--- src/logic/acr_pkg.sv ---
// Shared constants and types for the channel-two configuration register bank
package acr_pkg;

    // Control port device address; value is arbitrary
    localparam logic [6:0] DEV_ADDR = 7'h4C;

    // Register offsets on the control port
    localparam logic [7:0] OFS_INPUT_SETUP = 8'h41;
    localparam logic [7:0] OFS_GAIN_SETTING = 8'h42;
    localparam logic [7:0] OFS_VOLUME_SETTING = 8'h43;
    localparam logic [7:0] OFS_GAIN_TRIM = 8'h44;

    // Reset values
    localparam logic [7:0] RST_INPUT_SETUP = 8'h00;
    localparam logic [7:0] RST_GAIN_SETTING = 8'h00;
    localparam logic [7:0] RST_VOLUME_SETTING = 8'hC9;
    localparam logic [7:0] RST_GAIN_TRIM = 8'h80;

    // Writable bits; the rest are reserved and read zero
    localparam logic [7:0] WMASK_INPUT_SETUP = 8'hFD;
    localparam logic [7:0] WMASK_GAIN_TRIM = 8'hF0;

    // Field positions
    localparam int BIT_INPUT_KIND = 7;
    localparam int SRC_HI = 6;
    localparam int SRC_LO = 5;
    localparam int BIT_COUPLING = 4;
    localparam int IMP_HI = 3;
    localparam int IMP_LO = 2;
    localparam int BIT_PROCESSING = 0;
    localparam int GAIN_HI = 7;
    localparam int GAIN_LO = 1;
    localparam int BIT_POLARITY = 0;
    localparam int TRIM_HI = 7;
    localparam int TRIM_LO = 4;

    // Field encodings
    localparam logic [1:0] SRC_DIFFERENTIAL = 2'h0;
    localparam logic [1:0] SRC_SINGLE_ENDED = 2'h1;
    localparam logic [1:0] SRC_PULSE_MIC = 2'h2;
    localparam logic [1:0] IMP_2K5 = 2'h0;
    localparam logic [1:0] IMP_10K = 2'h1;
    localparam logic [1:0] IMP_20K = 2'h2;

    // Gain arithmetic, all in the field's own step
    localparam logic [6:0] GAIN_NEG_LIMIT = 7'h16;
    localparam logic [7:0] VOL_MUTE = 8'h00;
    localparam logic [8:0] VOL_UNITY = 9'h0C9;
    localparam logic [4:0] TRIM_ZERO = 5'h08;

    typedef enum logic [2:0] {
        ST_IDLE,
        ST_ADDR,
        ST_PTR,
        ST_WDATA,
        ST_ACK,
        ST_RDATA,
        ST_RACK,
        ST_RNEXT
    } acr_ctl_e;

    typedef struct packed {
        logic [7:0] input_setup;
        logic [7:0] gain_setting;
        logic [7:0] volume_setting;
        logic [7:0] gain_trim;
    } acr_regs_s;

    // Decoded settings; signed fields are two's complement
    typedef struct packed {
        logic line_input;
        logic src_differential;
        logic src_single_ended;
        logic src_pulse_mic;
        logic dc_coupled;
        logic imp_2k5;
        logic imp_10k;
        logic imp_20k;
        logic dynamic_processing_enable;
        logic [7:0] gain_half_db;
        logic volume_mute;
        logic [8:0] volume_half_db;
        logic [4:0] trim_tenth_db;
    } acr_cfg_s;

    typedef struct packed {
        acr_ctl_e st;
        acr_ctl_e after;
        logic [2:0] bitcnt;
        logic [7:0] shreg;
        logic [7:0] ptr;
        logic ack_on;
        logic scl_prev;
        logic sda_prev;
        logic sda_oe;
        logic sda_o;
        acr_regs_s regs;
    } acr_ctl_s;

endpackage

--- src/logic/acr_channel_regs.sv ---
// Channel-two configuration register bank behind a two-wire control port
//
// Contract
// - Input setup bit 7 picks microphone (0) or line-level (1) input.
// - Source bits 6:5 pick differential, single-ended or pulse-density mic; 3 reserved.
// - Bit 4 picks AC or DC coupling, ignored for pulse-density mic input.
// - Impedance bits 3:2 pick 2.5, 10 or 20 kilohm; code 3 reserved.
// - Input setup bit 1 is reserved, reads zero, software writes only zero.
// - Bit 0 enables the dynamic processing chosen by the shared select register.
// - Channel gain code in bits 7:1 gives half-decibel steps, 0 to 42 dB; codes above 84 decode unclamped, up to 63.5 dB.
// - Polarity bit makes gain negative down to -11 dB; high impedance only, though decode applies it at any impedance.
// - Digital volume code zero mutes the channel output completely.
// - Volume codes 1 to 255 span -100 to 27 dB, unity at 201.
// - Trim code in bits 7:4 spans -0.8 to 0.7 dB in tenth steps.
// - Trim register low nibble is reserved, reads zero, written only zero.
// - Digital volume resets to 0xC9, unity gain.
`timescale 1ns/1ps
module acr_channel_regs (
    input wire logic clock,
    input wire logic rst,
    input wire logic scl_in,
    input wire logic sda_in,
    output logic sda_out,
    output logic sda_oe,
    output acr_pkg::acr_cfg_s cfg
);

    acr_pkg::acr_ctl_s s_r;
    acr_pkg::acr_ctl_s s_nxt;

    logic scl_rise;
    logic scl_fall;
    logic start_seen;
    logic stop_seen;
    logic [7:0] byte_in;
    logic [7:0] rd_data;

    // Pins are synchronous already; one previous sample is enough for edges
    assign scl_rise = scl_in & ~s_r.scl_prev;
    assign scl_fall = ~scl_in & s_r.scl_prev;
    assign start_seen = scl_in & s_r.scl_prev & s_r.sda_prev & ~sda_in;
    assign stop_seen = scl_in & s_r.scl_prev & ~s_r.sda_prev & sda_in;
    assign byte_in = {s_r.shreg[6:0], sda_in};

    // Read-back mux; reserved bits are never stored, so they read zero
    always_comb begin
        case (s_r.ptr)
            acr_pkg::OFS_INPUT_SETUP: begin
                rd_data = s_r.regs.input_setup;
            end
            acr_pkg::OFS_GAIN_SETTING: begin
                rd_data = s_r.regs.gain_setting;
            end
            acr_pkg::OFS_VOLUME_SETTING: begin
                rd_data = s_r.regs.volume_setting;
            end
            acr_pkg::OFS_GAIN_TRIM: begin
                rd_data = s_r.regs.gain_trim;
            end
            default: begin
                rd_data = 8'h00;
            end
        endcase
    end

    always_comb begin
        s_nxt = s_r;
        s_nxt.sda_o = 1'b0;
        s_nxt.scl_prev = scl_in;
        s_nxt.sda_prev = sda_in;
        if (start_seen) begin
            // Also serves as repeated start; the pointer survives it
            s_nxt.st = acr_pkg::ST_ADDR;
            s_nxt.bitcnt = 3'h0;
            s_nxt.sda_oe = 1'b0;
            s_nxt.ack_on = 1'b0;
        end else if (stop_seen) begin
            s_nxt.st = acr_pkg::ST_IDLE;
            s_nxt.sda_oe = 1'b0;
            s_nxt.ack_on = 1'b0;
        end else begin
            case (s_r.st)
                acr_pkg::ST_IDLE: begin
                    s_nxt.sda_oe = 1'b0;
                end
                acr_pkg::ST_ADDR: begin
                    if (scl_rise) begin
                        s_nxt.shreg = byte_in;
                        s_nxt.bitcnt = s_r.bitcnt + 3'h1;
                        if (s_r.bitcnt == 3'h7) begin
                            if (byte_in[7:1] == acr_pkg::DEV_ADDR) begin
                                s_nxt.st = acr_pkg::ST_ACK;
                                s_nxt.after = byte_in[0] ? acr_pkg::ST_RDATA : acr_pkg::ST_PTR;
                            end else begin
                                // Not ours: stay off the bus until the next start
                                s_nxt.st = acr_pkg::ST_IDLE;
                            end
                        end
                    end
                end
                acr_pkg::ST_PTR: begin
                    if (scl_rise) begin
                        s_nxt.shreg = byte_in;
                        s_nxt.bitcnt = s_r.bitcnt + 3'h1;
                        if (s_r.bitcnt == 3'h7) begin
                            s_nxt.ptr = byte_in;
                            s_nxt.st = acr_pkg::ST_ACK;
                            s_nxt.after = acr_pkg::ST_WDATA;
                        end
                    end
                end
                acr_pkg::ST_WDATA: begin
                    if (scl_rise) begin
                        s_nxt.shreg = byte_in;
                        s_nxt.bitcnt = s_r.bitcnt + 3'h1;
                        if (s_r.bitcnt == 3'h7) begin
                            case (s_r.ptr)
                                acr_pkg::OFS_INPUT_SETUP: begin
                                    // Reserved bit 1 is dropped on write
                                    s_nxt.regs.input_setup =
                                        byte_in & acr_pkg::WMASK_INPUT_SETUP;
                                end
                                acr_pkg::OFS_GAIN_SETTING: begin
                                    s_nxt.regs.gain_setting = byte_in;
                                end
                                acr_pkg::OFS_VOLUME_SETTING: begin
                                    s_nxt.regs.volume_setting = byte_in;
                                end
                                acr_pkg::OFS_GAIN_TRIM: begin
                                    s_nxt.regs.gain_trim =
                                        byte_in & acr_pkg::WMASK_GAIN_TRIM;
                                end
                                default: begin
                                    s_nxt.regs = s_r.regs;
                                end
                            endcase
                            // Auto-increment lets one frame fill the whole bank
                            s_nxt.ptr = s_r.ptr + 8'h01;
                            s_nxt.st = acr_pkg::ST_ACK;
                            s_nxt.after = acr_pkg::ST_WDATA;
                        end
                    end
                end
                acr_pkg::ST_ACK: begin
                    if (scl_fall) begin
                        if (!s_r.ack_on) begin
                            s_nxt.sda_oe = 1'b1;
                            s_nxt.ack_on = 1'b1;
                        end else begin
                            s_nxt.ack_on = 1'b0;
                            s_nxt.bitcnt = 3'h0;
                            s_nxt.st = s_r.after;
                            if (s_r.after == acr_pkg::ST_RDATA) begin
                                s_nxt.shreg = rd_data;
                                s_nxt.sda_oe = ~rd_data[7];
                                s_nxt.ptr = s_r.ptr + 8'h01;
                            end else begin
                                s_nxt.sda_oe = 1'b0;
                            end
                        end
                    end
                end
                acr_pkg::ST_RDATA: begin
                    if (scl_fall) begin
                        s_nxt.bitcnt = s_r.bitcnt + 3'h1;
                        if (s_r.bitcnt == 3'h7) begin
                            s_nxt.sda_oe = 1'b0;
                            s_nxt.st = acr_pkg::ST_RACK;
                        end else begin
                            s_nxt.shreg = {s_r.shreg[6:0], 1'b0};
                            s_nxt.sda_oe = ~s_r.shreg[6];
                        end
                    end
                end
                acr_pkg::ST_RACK: begin
                    if (scl_rise) begin
                        // Not-acknowledge ends the read burst
                        s_nxt.st = sda_in ? acr_pkg::ST_IDLE : acr_pkg::ST_RNEXT;
                    end
                end
                acr_pkg::ST_RNEXT: begin
                    if (scl_fall) begin
                        s_nxt.shreg = rd_data;
                        s_nxt.sda_oe = ~rd_data[7];
                        s_nxt.ptr = s_r.ptr + 8'h01;
                        s_nxt.bitcnt = 3'h0;
                        s_nxt.st = acr_pkg::ST_RDATA;
                    end
                end
                default: begin
                    s_nxt.st = acr_pkg::ST_IDLE;
                    s_nxt.sda_oe = 1'b0;
                end
            endcase
        end
    end

    always_ff @(posedge clock) begin
        if (rst) begin
            s_r.st <= acr_pkg::ST_IDLE;
            s_r.after <= acr_pkg::ST_IDLE;
            s_r.bitcnt <= 3'h0;
            s_r.shreg <= 8'h00;
            s_r.ptr <= 8'h00;
            s_r.ack_on <= 1'b0;
            s_r.scl_prev <= 1'b1;
            s_r.sda_prev <= 1'b1;
            s_r.sda_oe <= 1'b0;
            s_r.sda_o <= 1'b0;
            s_r.regs.input_setup <= acr_pkg::RST_INPUT_SETUP;
            s_r.regs.gain_setting <= acr_pkg::RST_GAIN_SETTING;
            s_r.regs.volume_setting <= acr_pkg::RST_VOLUME_SETTING;
            s_r.regs.gain_trim <= acr_pkg::RST_GAIN_TRIM;
        end else begin
            s_r <= s_nxt;
        end
    end

    // Open drain: the pin is only ever pulled low
    assign sda_out = s_r.sda_o;
    assign sda_oe = s_r.sda_oe;

    acr_field_decode u_decode (
        .clock(clock),
        .rst(rst),
        .regs(s_r.regs),
        .cfg(cfg)
    );

endmodule // acr_channel_regs

--- src/logic/acr_field_decode.sv ---
// Registered decoder from raw channel-two registers to per-function settings
`timescale 1ns/1ps
module acr_field_decode (
    input wire logic clock,
    input wire logic rst,
    input wire acr_pkg::acr_regs_s regs,
    output acr_pkg::acr_cfg_s cfg
);

    function automatic acr_pkg::acr_cfg_s decode(input acr_pkg::acr_regs_s r);
        acr_pkg::acr_cfg_s c;
        logic [1:0] src;
        logic [1:0] imp;
        logic [6:0] code;
        logic [6:0] mag;
        c = '0;
        src = r.input_setup[acr_pkg::SRC_HI:acr_pkg::SRC_LO];
        imp = r.input_setup[acr_pkg::IMP_HI:acr_pkg::IMP_LO];
        code = r.gain_setting[acr_pkg::GAIN_HI:acr_pkg::GAIN_LO];
        c.line_input = r.input_setup[acr_pkg::BIT_INPUT_KIND];
        c.src_differential = (src == acr_pkg::SRC_DIFFERENTIAL);
        c.src_single_ended = (src == acr_pkg::SRC_SINGLE_ENDED);
        c.src_pulse_mic = (src == acr_pkg::SRC_PULSE_MIC);
        // Coupling means nothing to the pulse-density path
        c.dc_coupled = r.input_setup[acr_pkg::BIT_COUPLING]
            & (c.src_differential | c.src_single_ended);
        c.imp_2k5 = (imp == acr_pkg::IMP_2K5);
        c.imp_10k = (imp == acr_pkg::IMP_10K);
        c.imp_20k = (imp == acr_pkg::IMP_20K);
        c.dynamic_processing_enable = r.input_setup[acr_pkg::BIT_PROCESSING];
        if (r.gain_setting[acr_pkg::BIT_POLARITY]) begin
            // Negative side clamps at the supported floor
            mag = (code > acr_pkg::GAIN_NEG_LIMIT) ? acr_pkg::GAIN_NEG_LIMIT : code;
            c.gain_half_db = 8'h00 - {1'b0, mag};
        end else begin
            c.gain_half_db = {1'b0, code};
        end
        c.volume_mute = (r.volume_setting == acr_pkg::VOL_MUTE);
        c.volume_half_db = {1'b0, r.volume_setting} - acr_pkg::VOL_UNITY;
        c.trim_tenth_db = {1'b0, r.gain_trim[acr_pkg::TRIM_HI:acr_pkg::TRIM_LO]}
            - acr_pkg::TRIM_ZERO;
        return c;
    endfunction

    localparam acr_pkg::acr_regs_s RST_REGS = '{
        input_setup: acr_pkg::RST_INPUT_SETUP,
        gain_setting: acr_pkg::RST_GAIN_SETTING,
        volume_setting: acr_pkg::RST_VOLUME_SETTING,
        gain_trim: acr_pkg::RST_GAIN_TRIM
    };
    localparam acr_pkg::acr_cfg_s RST_CFG = decode(RST_REGS);

    acr_pkg::acr_cfg_s cfg_r;
    acr_pkg::acr_cfg_s cfg_nxt;

    always_comb begin
        cfg_nxt = decode(regs);
    end

    always_ff @(posedge clock) begin
        if (rst) begin
            cfg_r <= RST_CFG;
        end else begin
            cfg_r <= cfg_nxt;
        end
    end

    assign cfg = cfg_r;

endmodule // acr_field_decode

--- config.mk ---
export PLATFORM = sky130hd
export DESIGN_NAME = acr_channel_regs
export DESIGN_NICKNAME = d
export VERILOG_FILES = /design/src/logic/acr_pkg.sv /design/src/logic/acr_channel_regs.sv /design/src/logic/acr_field_decode.sv
export SDC_FILE = /design/constraint.sdc
export NUM_CORES = 1
export LEC_CHECK = 0
export BUFFER_PORTS_ARGS = -buffer_cell sky130_fd_sc_hd__clkbuf_2
export CAP_MARGIN = 20
export CORE_ASPECT_RATIO = 1.5
export CORE_MARGIN = 8
export CORE_UTILIZATION = 55
export DETAILED_ROUTE_END_ITERATION = 10
export GPL_ROUTABILITY_DRIVEN = 0
export GPL_TIMING_DRIVEN = 0
export PLACE_DENSITY = 0.75
export SYNTH_ARGS = -nofsm -noshare
export SYNTH_HDL_FRONTEND = slang
export SYNTH_SLANG_ARGS = --single-unit
--- constraint.sdc ---
create_clock -name clock -period 2.5 [get_ports clock]
set_input_delay 0.125 -clock clock [delete_from_list [all_inputs] [get_ports clock]]
set_output_delay 0.125 -clock clock [all_outputs]
set_load 0.02 [all_outputs]
== Word level (Yosys, flattened, before mapping) ==
Index checks and enable logic that the tools add are counted.
W data, S select, Z words.
Word-level totals
  flip-flop bits (word level): 89
  bits of input ports: 4
  output and inout port bits: 34
  word-level logic and storage cells: 161
Operators by class
  $add $sub $neg: 5
  order comparisons: 1
  eq/ne operators: 43
  mux-type cells: 40
  bitwise logic cells: 18
  reductions and logical operators: 25
Operators by type and width (number)
  $pmux W11 S6: 1
  $pmux W8 S4: 2
  $mux W25: 2
  $ne A4 B4 Y1 const B: 10
  $mux W19: 2
  $reduce_and A11 Y1: 3
  $eq A8 B7 Y1 const B: 4
  $mux W3: 10
  $ne A2 B2 Y1 const B: 15
  $mux W8: 3
  $reduce_and A6 Y1: 4
  $pmux W3 S7: 1
  $mux W20: 1
  $eq A3 B3 Y1 const B: 6
  $mux W17: 1
  $mux W16: 1
  $mux W7: 2
  $mux W6: 2
  $reduce_and A12 Y1: 1
  $mux W11: 1
  $mux W1: 9
  $not A1 Y1: 9
  $pmux W3 S3: 1
  $reduce_and A9 Y1: 1
  27 further kinds: 40

== Depth between registers and ports, before layout ==
  depth after elaboration: 7
  mapped depth: 10

== Cells and area by module ==
From an unflattened synthesis, not the netlist that was laid out.
Second synthesis, totals
  cell total of the unflattened synthesis: 465
  area, all modules: 4227.8 µm²
By module, submodules not included
  acr_channel_regs: times used 1, cells an instance 356, area an instance 3128.0 µm²
  acr_field_decode: times used 1, cells an instance 109, area an instance 1099.8 µm²

== Worst setup path before layout ==
No wires, ideal clock.
  path kind: register -> register
  start: register s_r[60] in the netlist's numbering
  end: register s_r[59] in the netlist's numbering
  data arrival time: 2029 ps
  setup slack: 385 ps
  stages on the path, launching flop included: 9
  path buffers: 2
  period minus slack after synthesis: 2115 ps
  path through: dfxtp_1 buf_2 clkbuf_1 inv_1 ha_1 o31ai_1 a21oi_1 or3_1 a211oi_1
Between the ends
  word-level cells in the longest chain between the ends: 4
Ends and longest elaborated chain
  start: declaration: line acr_channel_regs.sv:28  | acr_pkg::acr_ctl_s s_r;
  start signal: assignment: line acr_channel_regs.sv:215  | s_r <= s_nxt;
  $eq A3 B3 Y1 (tied with other cells): line acr_channel_regs.sv:82  | case (s_r.st)
  $pmux W3 S7: line acr_channel_regs.sv:82
  $mux W1: line acr_channel_regs.sv:77  | end else if (stop_seen) begin
  $mux W1: line acr_channel_regs.sv:71  | if (start_seen) begin
Several ways; a longest one is shown, not always the timed one.
A chain may end at the register's enable or synchronous reset.

== Worst setup path after layout ==
  start: register s_r[61] in the netlist's numbering
  end: register s_r[44] in the netlist's numbering
Between the ends
  word-level cells in the longest chain between the ends: 3
Ends and longest elaborated chain (line)
  $eq A3 B3 Y1 / $eq A3 B2 Y1 (equally long branches): acr_channel_regs.sv:82
  $reduce_bool A4 Y1 (no source line) / $ne A2 B2 Y1 (equally long branches)
  $reduce_and A11 Y1 (no source line)
Several ways; a longest one is shown, not always the timed one.

==> impl_metrics.csv <==
group,metric,value,unit
outcome,run_status,"finished clean",
power,pwr_density_cell,569,mW/mm²
run,cap_violations,0,
logic_synthesis,sequential_cell_area_fraction_in_the_yosys_report,0.404,
critical_path,crit_path_cell_trace,"buf_6 > inv_2 > ha_4 > inv_1 > a21o_1 > a2111o_1 > buf_4 > a221oi_1 > nor3_1",
placement,place.port_buffers,35,
critical_path,critical_path.endpoint_type,"flop",
logic_synthesis,synth_area,0.00426,mm²
logic_synthesis,synth-async-reset-ratio,0,
routing,number_of_routed_nets_with_antenna_violations,0,
grt,grt_start_max_net_pins,20,
sta,final.period_utilization,0.948,
logic_synthesis,post_synth_xor_area_fraction,0.0164,
clocking,clkSlewWorstSetupHoldPaths,70,ps
placement,placed_cells,629,
logic_synthesis,yosys_warnings,0,
power,irDropWorstVdd,0.352,mV
routing,drt-pass1-iter-count,5,
critical_path,path_class,"reg2reg",
sta,worst_slew_margin_relative_to_its_limit,0.464,
logic_synthesis,synthMuxAreaShare,0.0449,
floorplan,floorplan.initialDensity,0.563,
grt,grt_first_pass_wirelength,18800,µm
final_layout,layout-drive-gt1-share,0.148,
sta,finalClockSkew,7.41,ps
min_path,hp-class,"in2reg",
clocking,clock_latency,350,ps
final_layout,layout.cells.most_common_list,"dfxtp_1 (86), nor2_1 (59), a21oi_1 (39), clkbuf_2 (36), nand2_1 (32)",
logic_synthesis,largest_family_of_logic_cells_by_synthesized_area,"simple AND/OR/NAND/NOR gates",
logic_synthesis,synth-compound-area-share,0.216,
min_path,hold_path_end,"u_decode.cfg[14]",
critical_path,worst_r2r_path_depth,9,
sta,worst_pin_slew,796,ps
clocking,numCtsBuffers,9,
clocking,clkSinkCount,86,
routing,detail_route.iter0.violations,304,
critical_path,r2r-end,"s_r[44]",
critical_path,slowest_delay,470,ps
logic_synthesis,synth-main-ff-cell,"dfxtp_1",
critical_path,top_cell_family_by_delay_on_the_critical_path,"compound AO/OA/AOI/OAI gates",
power,total_leakage_power,1.83,nW
logic_synthesis,ys_seq_elements,86,
floorplan,design.core.area,0.00756,mm²
sta,finalWorstSetupSlack,130,ps
logic_synthesis,synth_nets,508,
routing,vias,3939,
sta,finalSetupViolCount,0,
final_layout,flow.area_growth_from_synthesis,14.0,%
grt,gr-total-overflow,0,
sta,achievable-frequency,422,MHz
power,p_total,2.76,mW
final_layout,num_antenna_cells,0,
sta,setup_repair_after_global_routing_missed_its_margin,"false",
grt,grt_antenna_before_repair,0,
floorplan,floorplan.io_pins,38,
floorplan,floorplan_die_height,124,µm
placement,place_hpwl,8250,µm
logic_synthesis,synth_edf_count,0,
floorplan,design.die.area,0.0109,mm²
final_layout,final_cell_count_no_fill,643,
critical_path,cp.arrival,2580,ps
critical_path,critPathSlowestCell,"a2111o_1",
logic_synthesis,synthSimpleGateAreaFrac,0.231,
clocking,cts-root-buf,"clkbuf_16",
logic_synthesis,yosys.area_share.adder,0.0352,
routing,finalWirelength,11700,µm
logic_synthesis,netlist-cell-type-count,65,
floorplan,placement_rows,39,
routing,drc,0,
logic_synthesis,synthesis.area_per_instance,8.66,µm²
critical_path,startpoint_type,"flop",
critical_path,critical_path_peak_fanout,10,
sta,final-hold-violation-count,0,
sta,slew_viols_final,0,
clocking,ctsHtreeMaxLevel,3,
clocking,tritoncts,"done",
critical_path,r2r_start,"s_r[61]",
critical_path,critPathBufInv,4,
critical_path,cp.required,2710,ps
grt,gr-usage-all-layers,0.224,
placement,place_worst_setup_slack,-13.4,ps
sta,period_needed,2370,ps
critical_path,setup.reg_to_reg.worst_slack,130,ps
floorplan,fp.dieW,87.9,µm
routing,detail_route.vias_per_cell,6.13,
min_path,hold_path_depth,3,
grt,via_count_of_the_first_global_routing_pass,3772,
final_layout,nets,552,
clocking,cts.path.max_buffers,2,
routing,routed_wire_length_per_instance,18.1,µm
min_path,hp-start,"rst",
logic_synthesis,post_synth_inst_count,492,
final_layout,leading_cell_type_in_the_layout_fill_and_taps_excluded,"dfxtp_1",
==> report_power, final <==
group          leakage [nW]  switching [mW]  internal [mW]
clock network         0.125           0.583          0.681
registers             0.693         0.00883           1.37
logic                  1.01          0.0789         0.0355
==> synth_stat cells, types with 3 or more instances <==
library cell / number / area [µm²]
clkbuf_1: 22 / 82.6
nor2b_1: 12 / 75.1
buf_2: 3 / 15.0
mux2i_1: 18 / 180
buf_4: 4 / 30.0
nand3_1: 15 / 75.1
and3_1: 7 / 43.8
a222oi_1: 7 / 70.1
o31ai_1: 3 / 22.5
o22ai_1: 3 / 18.8
a22oi_1: 3 / 22.5
a2111oi_0: 3 / 26.3
nand2b_1: 9 / 56.3
or3_1: 5 / 31.3
nor3b_1: 8 / 60.1
a211o_1: 6 / 52.6
a211oi_2: 4 / 50.1
a21o_1: 3 / 22.5
dfxtp_1: 86 / 1720
o21bai_1: 4 / 30.0
nand2_1: 32 / 120
a221oi_1: 4 / 35.0
a21oi_1: 39 / 195
o21ai_0: 13 / 65.1
a31oi_1: 6 / 37.5
nor3_1: 16 / 80.1
ha_1: 12 / 150
or2_2: 5 / 31.3
o32ai_1: 4 / 35.0
inv_1: 14 / 52.6
nor4_1: 6 / 37.5
xnor2_1: 4 / 35.0
a211oi_1: 7 / 52.6
nand3b_1: 4 / 30.0
nor2_1: 59 / 221
xor2_1: 4 / 35.0
==> registers in the layout, indices dropped and copies added (netlist names) <==
| register | count |
|---|---|
| byte_in | 7 |
| s_r | 47 |
| sda_oe | 1 |
| u_decode.cfg | 31 |
==> layer usage <==
metal	up-vias	wire length, µm	track usage	share of wire
met2	171	5800	0.382	0.50
met3	42	745	0.0489	0.064
met5	-	0	0	0
met4	0	548	0.158	0.047
met1	1847	4570	0.241	0.39
li1	1879	-	-	-
==> cells by family after synthesis <==
group / count (synthesis)
AO/OA/AOI/OAI: 126
other: 1
buffers and inverters: 49
AND/OR/NAND/NOR: 191
XOR/XNOR: 8
multiplexers: 19
flip-flops: 86
adder cells (fa/ha/maj): 12
==> how the worst max path moves through the flow <==
stage | start | end | cells past startpoint
after floorplan | s_r[60] | s_r[59] | 8
after global placement | s_r[61] | s_r[39] | 8
after detailed placement | s_r[61] | s_r[39] | 8
after CTS | s_r[61] | s_r[44] | 9
after global routing | s_r[61] | s_r[44] | 9
final | s_r[61] | s_r[44] | 9
==> layout make-up <==
| type | count | area, µm² |
|---|---|---|
| Buffer | 32 | 158 |
| Clock buffer | 9 | 225 |
| Clock inverter | 7 | 56.3 |
| Fill cell | 644 | 2710 |
| Inverter | 15 | 56.3 |
| Multi-Input combinational cell | 357 | 2340 |
| Sequential cell | 86 | 1720 |
| Tap cell | 102 | 128 |
| Timing Repair Buffer | 35 | 175 |
==> stage by stage <==
stage | utilization | setup TNS [ps] | area [µm²] | hold WS [ps]
6_report | 0.642 | 0 | 4860 | 98.1
5_1_grt | 0.642 | 0 | 4860 | 97.8
4_1_cts | 0.640 | 0 | 4840 | 89.9
3_5_place_dp | 0.603 | -13.4 | 4560 | 445
3_3_place_gp | 0.603 | -14.3 | 4560 | 445
2_1_floorplan | - | 0 | 4260 | 283
==> worst reg2reg max path, cell delays in order (launching register included) <==
cell	delay, ps
dfxtp_1	380
buf_6	170
inv_2	190
ha_4	210
inv_1	110
a21o_1	190
a2111o_1	470
buf_4	200
a221oi_1	220
nor3_1	80
==> timing repair <==
item,4_1_cts,5_1_grt
setup buffers,0,0
endpoints found under the setup margin,4,20
hold buffers,0,0
pin swaps,0,0
resized for setup,1,4
(Power assumes the default switching activity.)
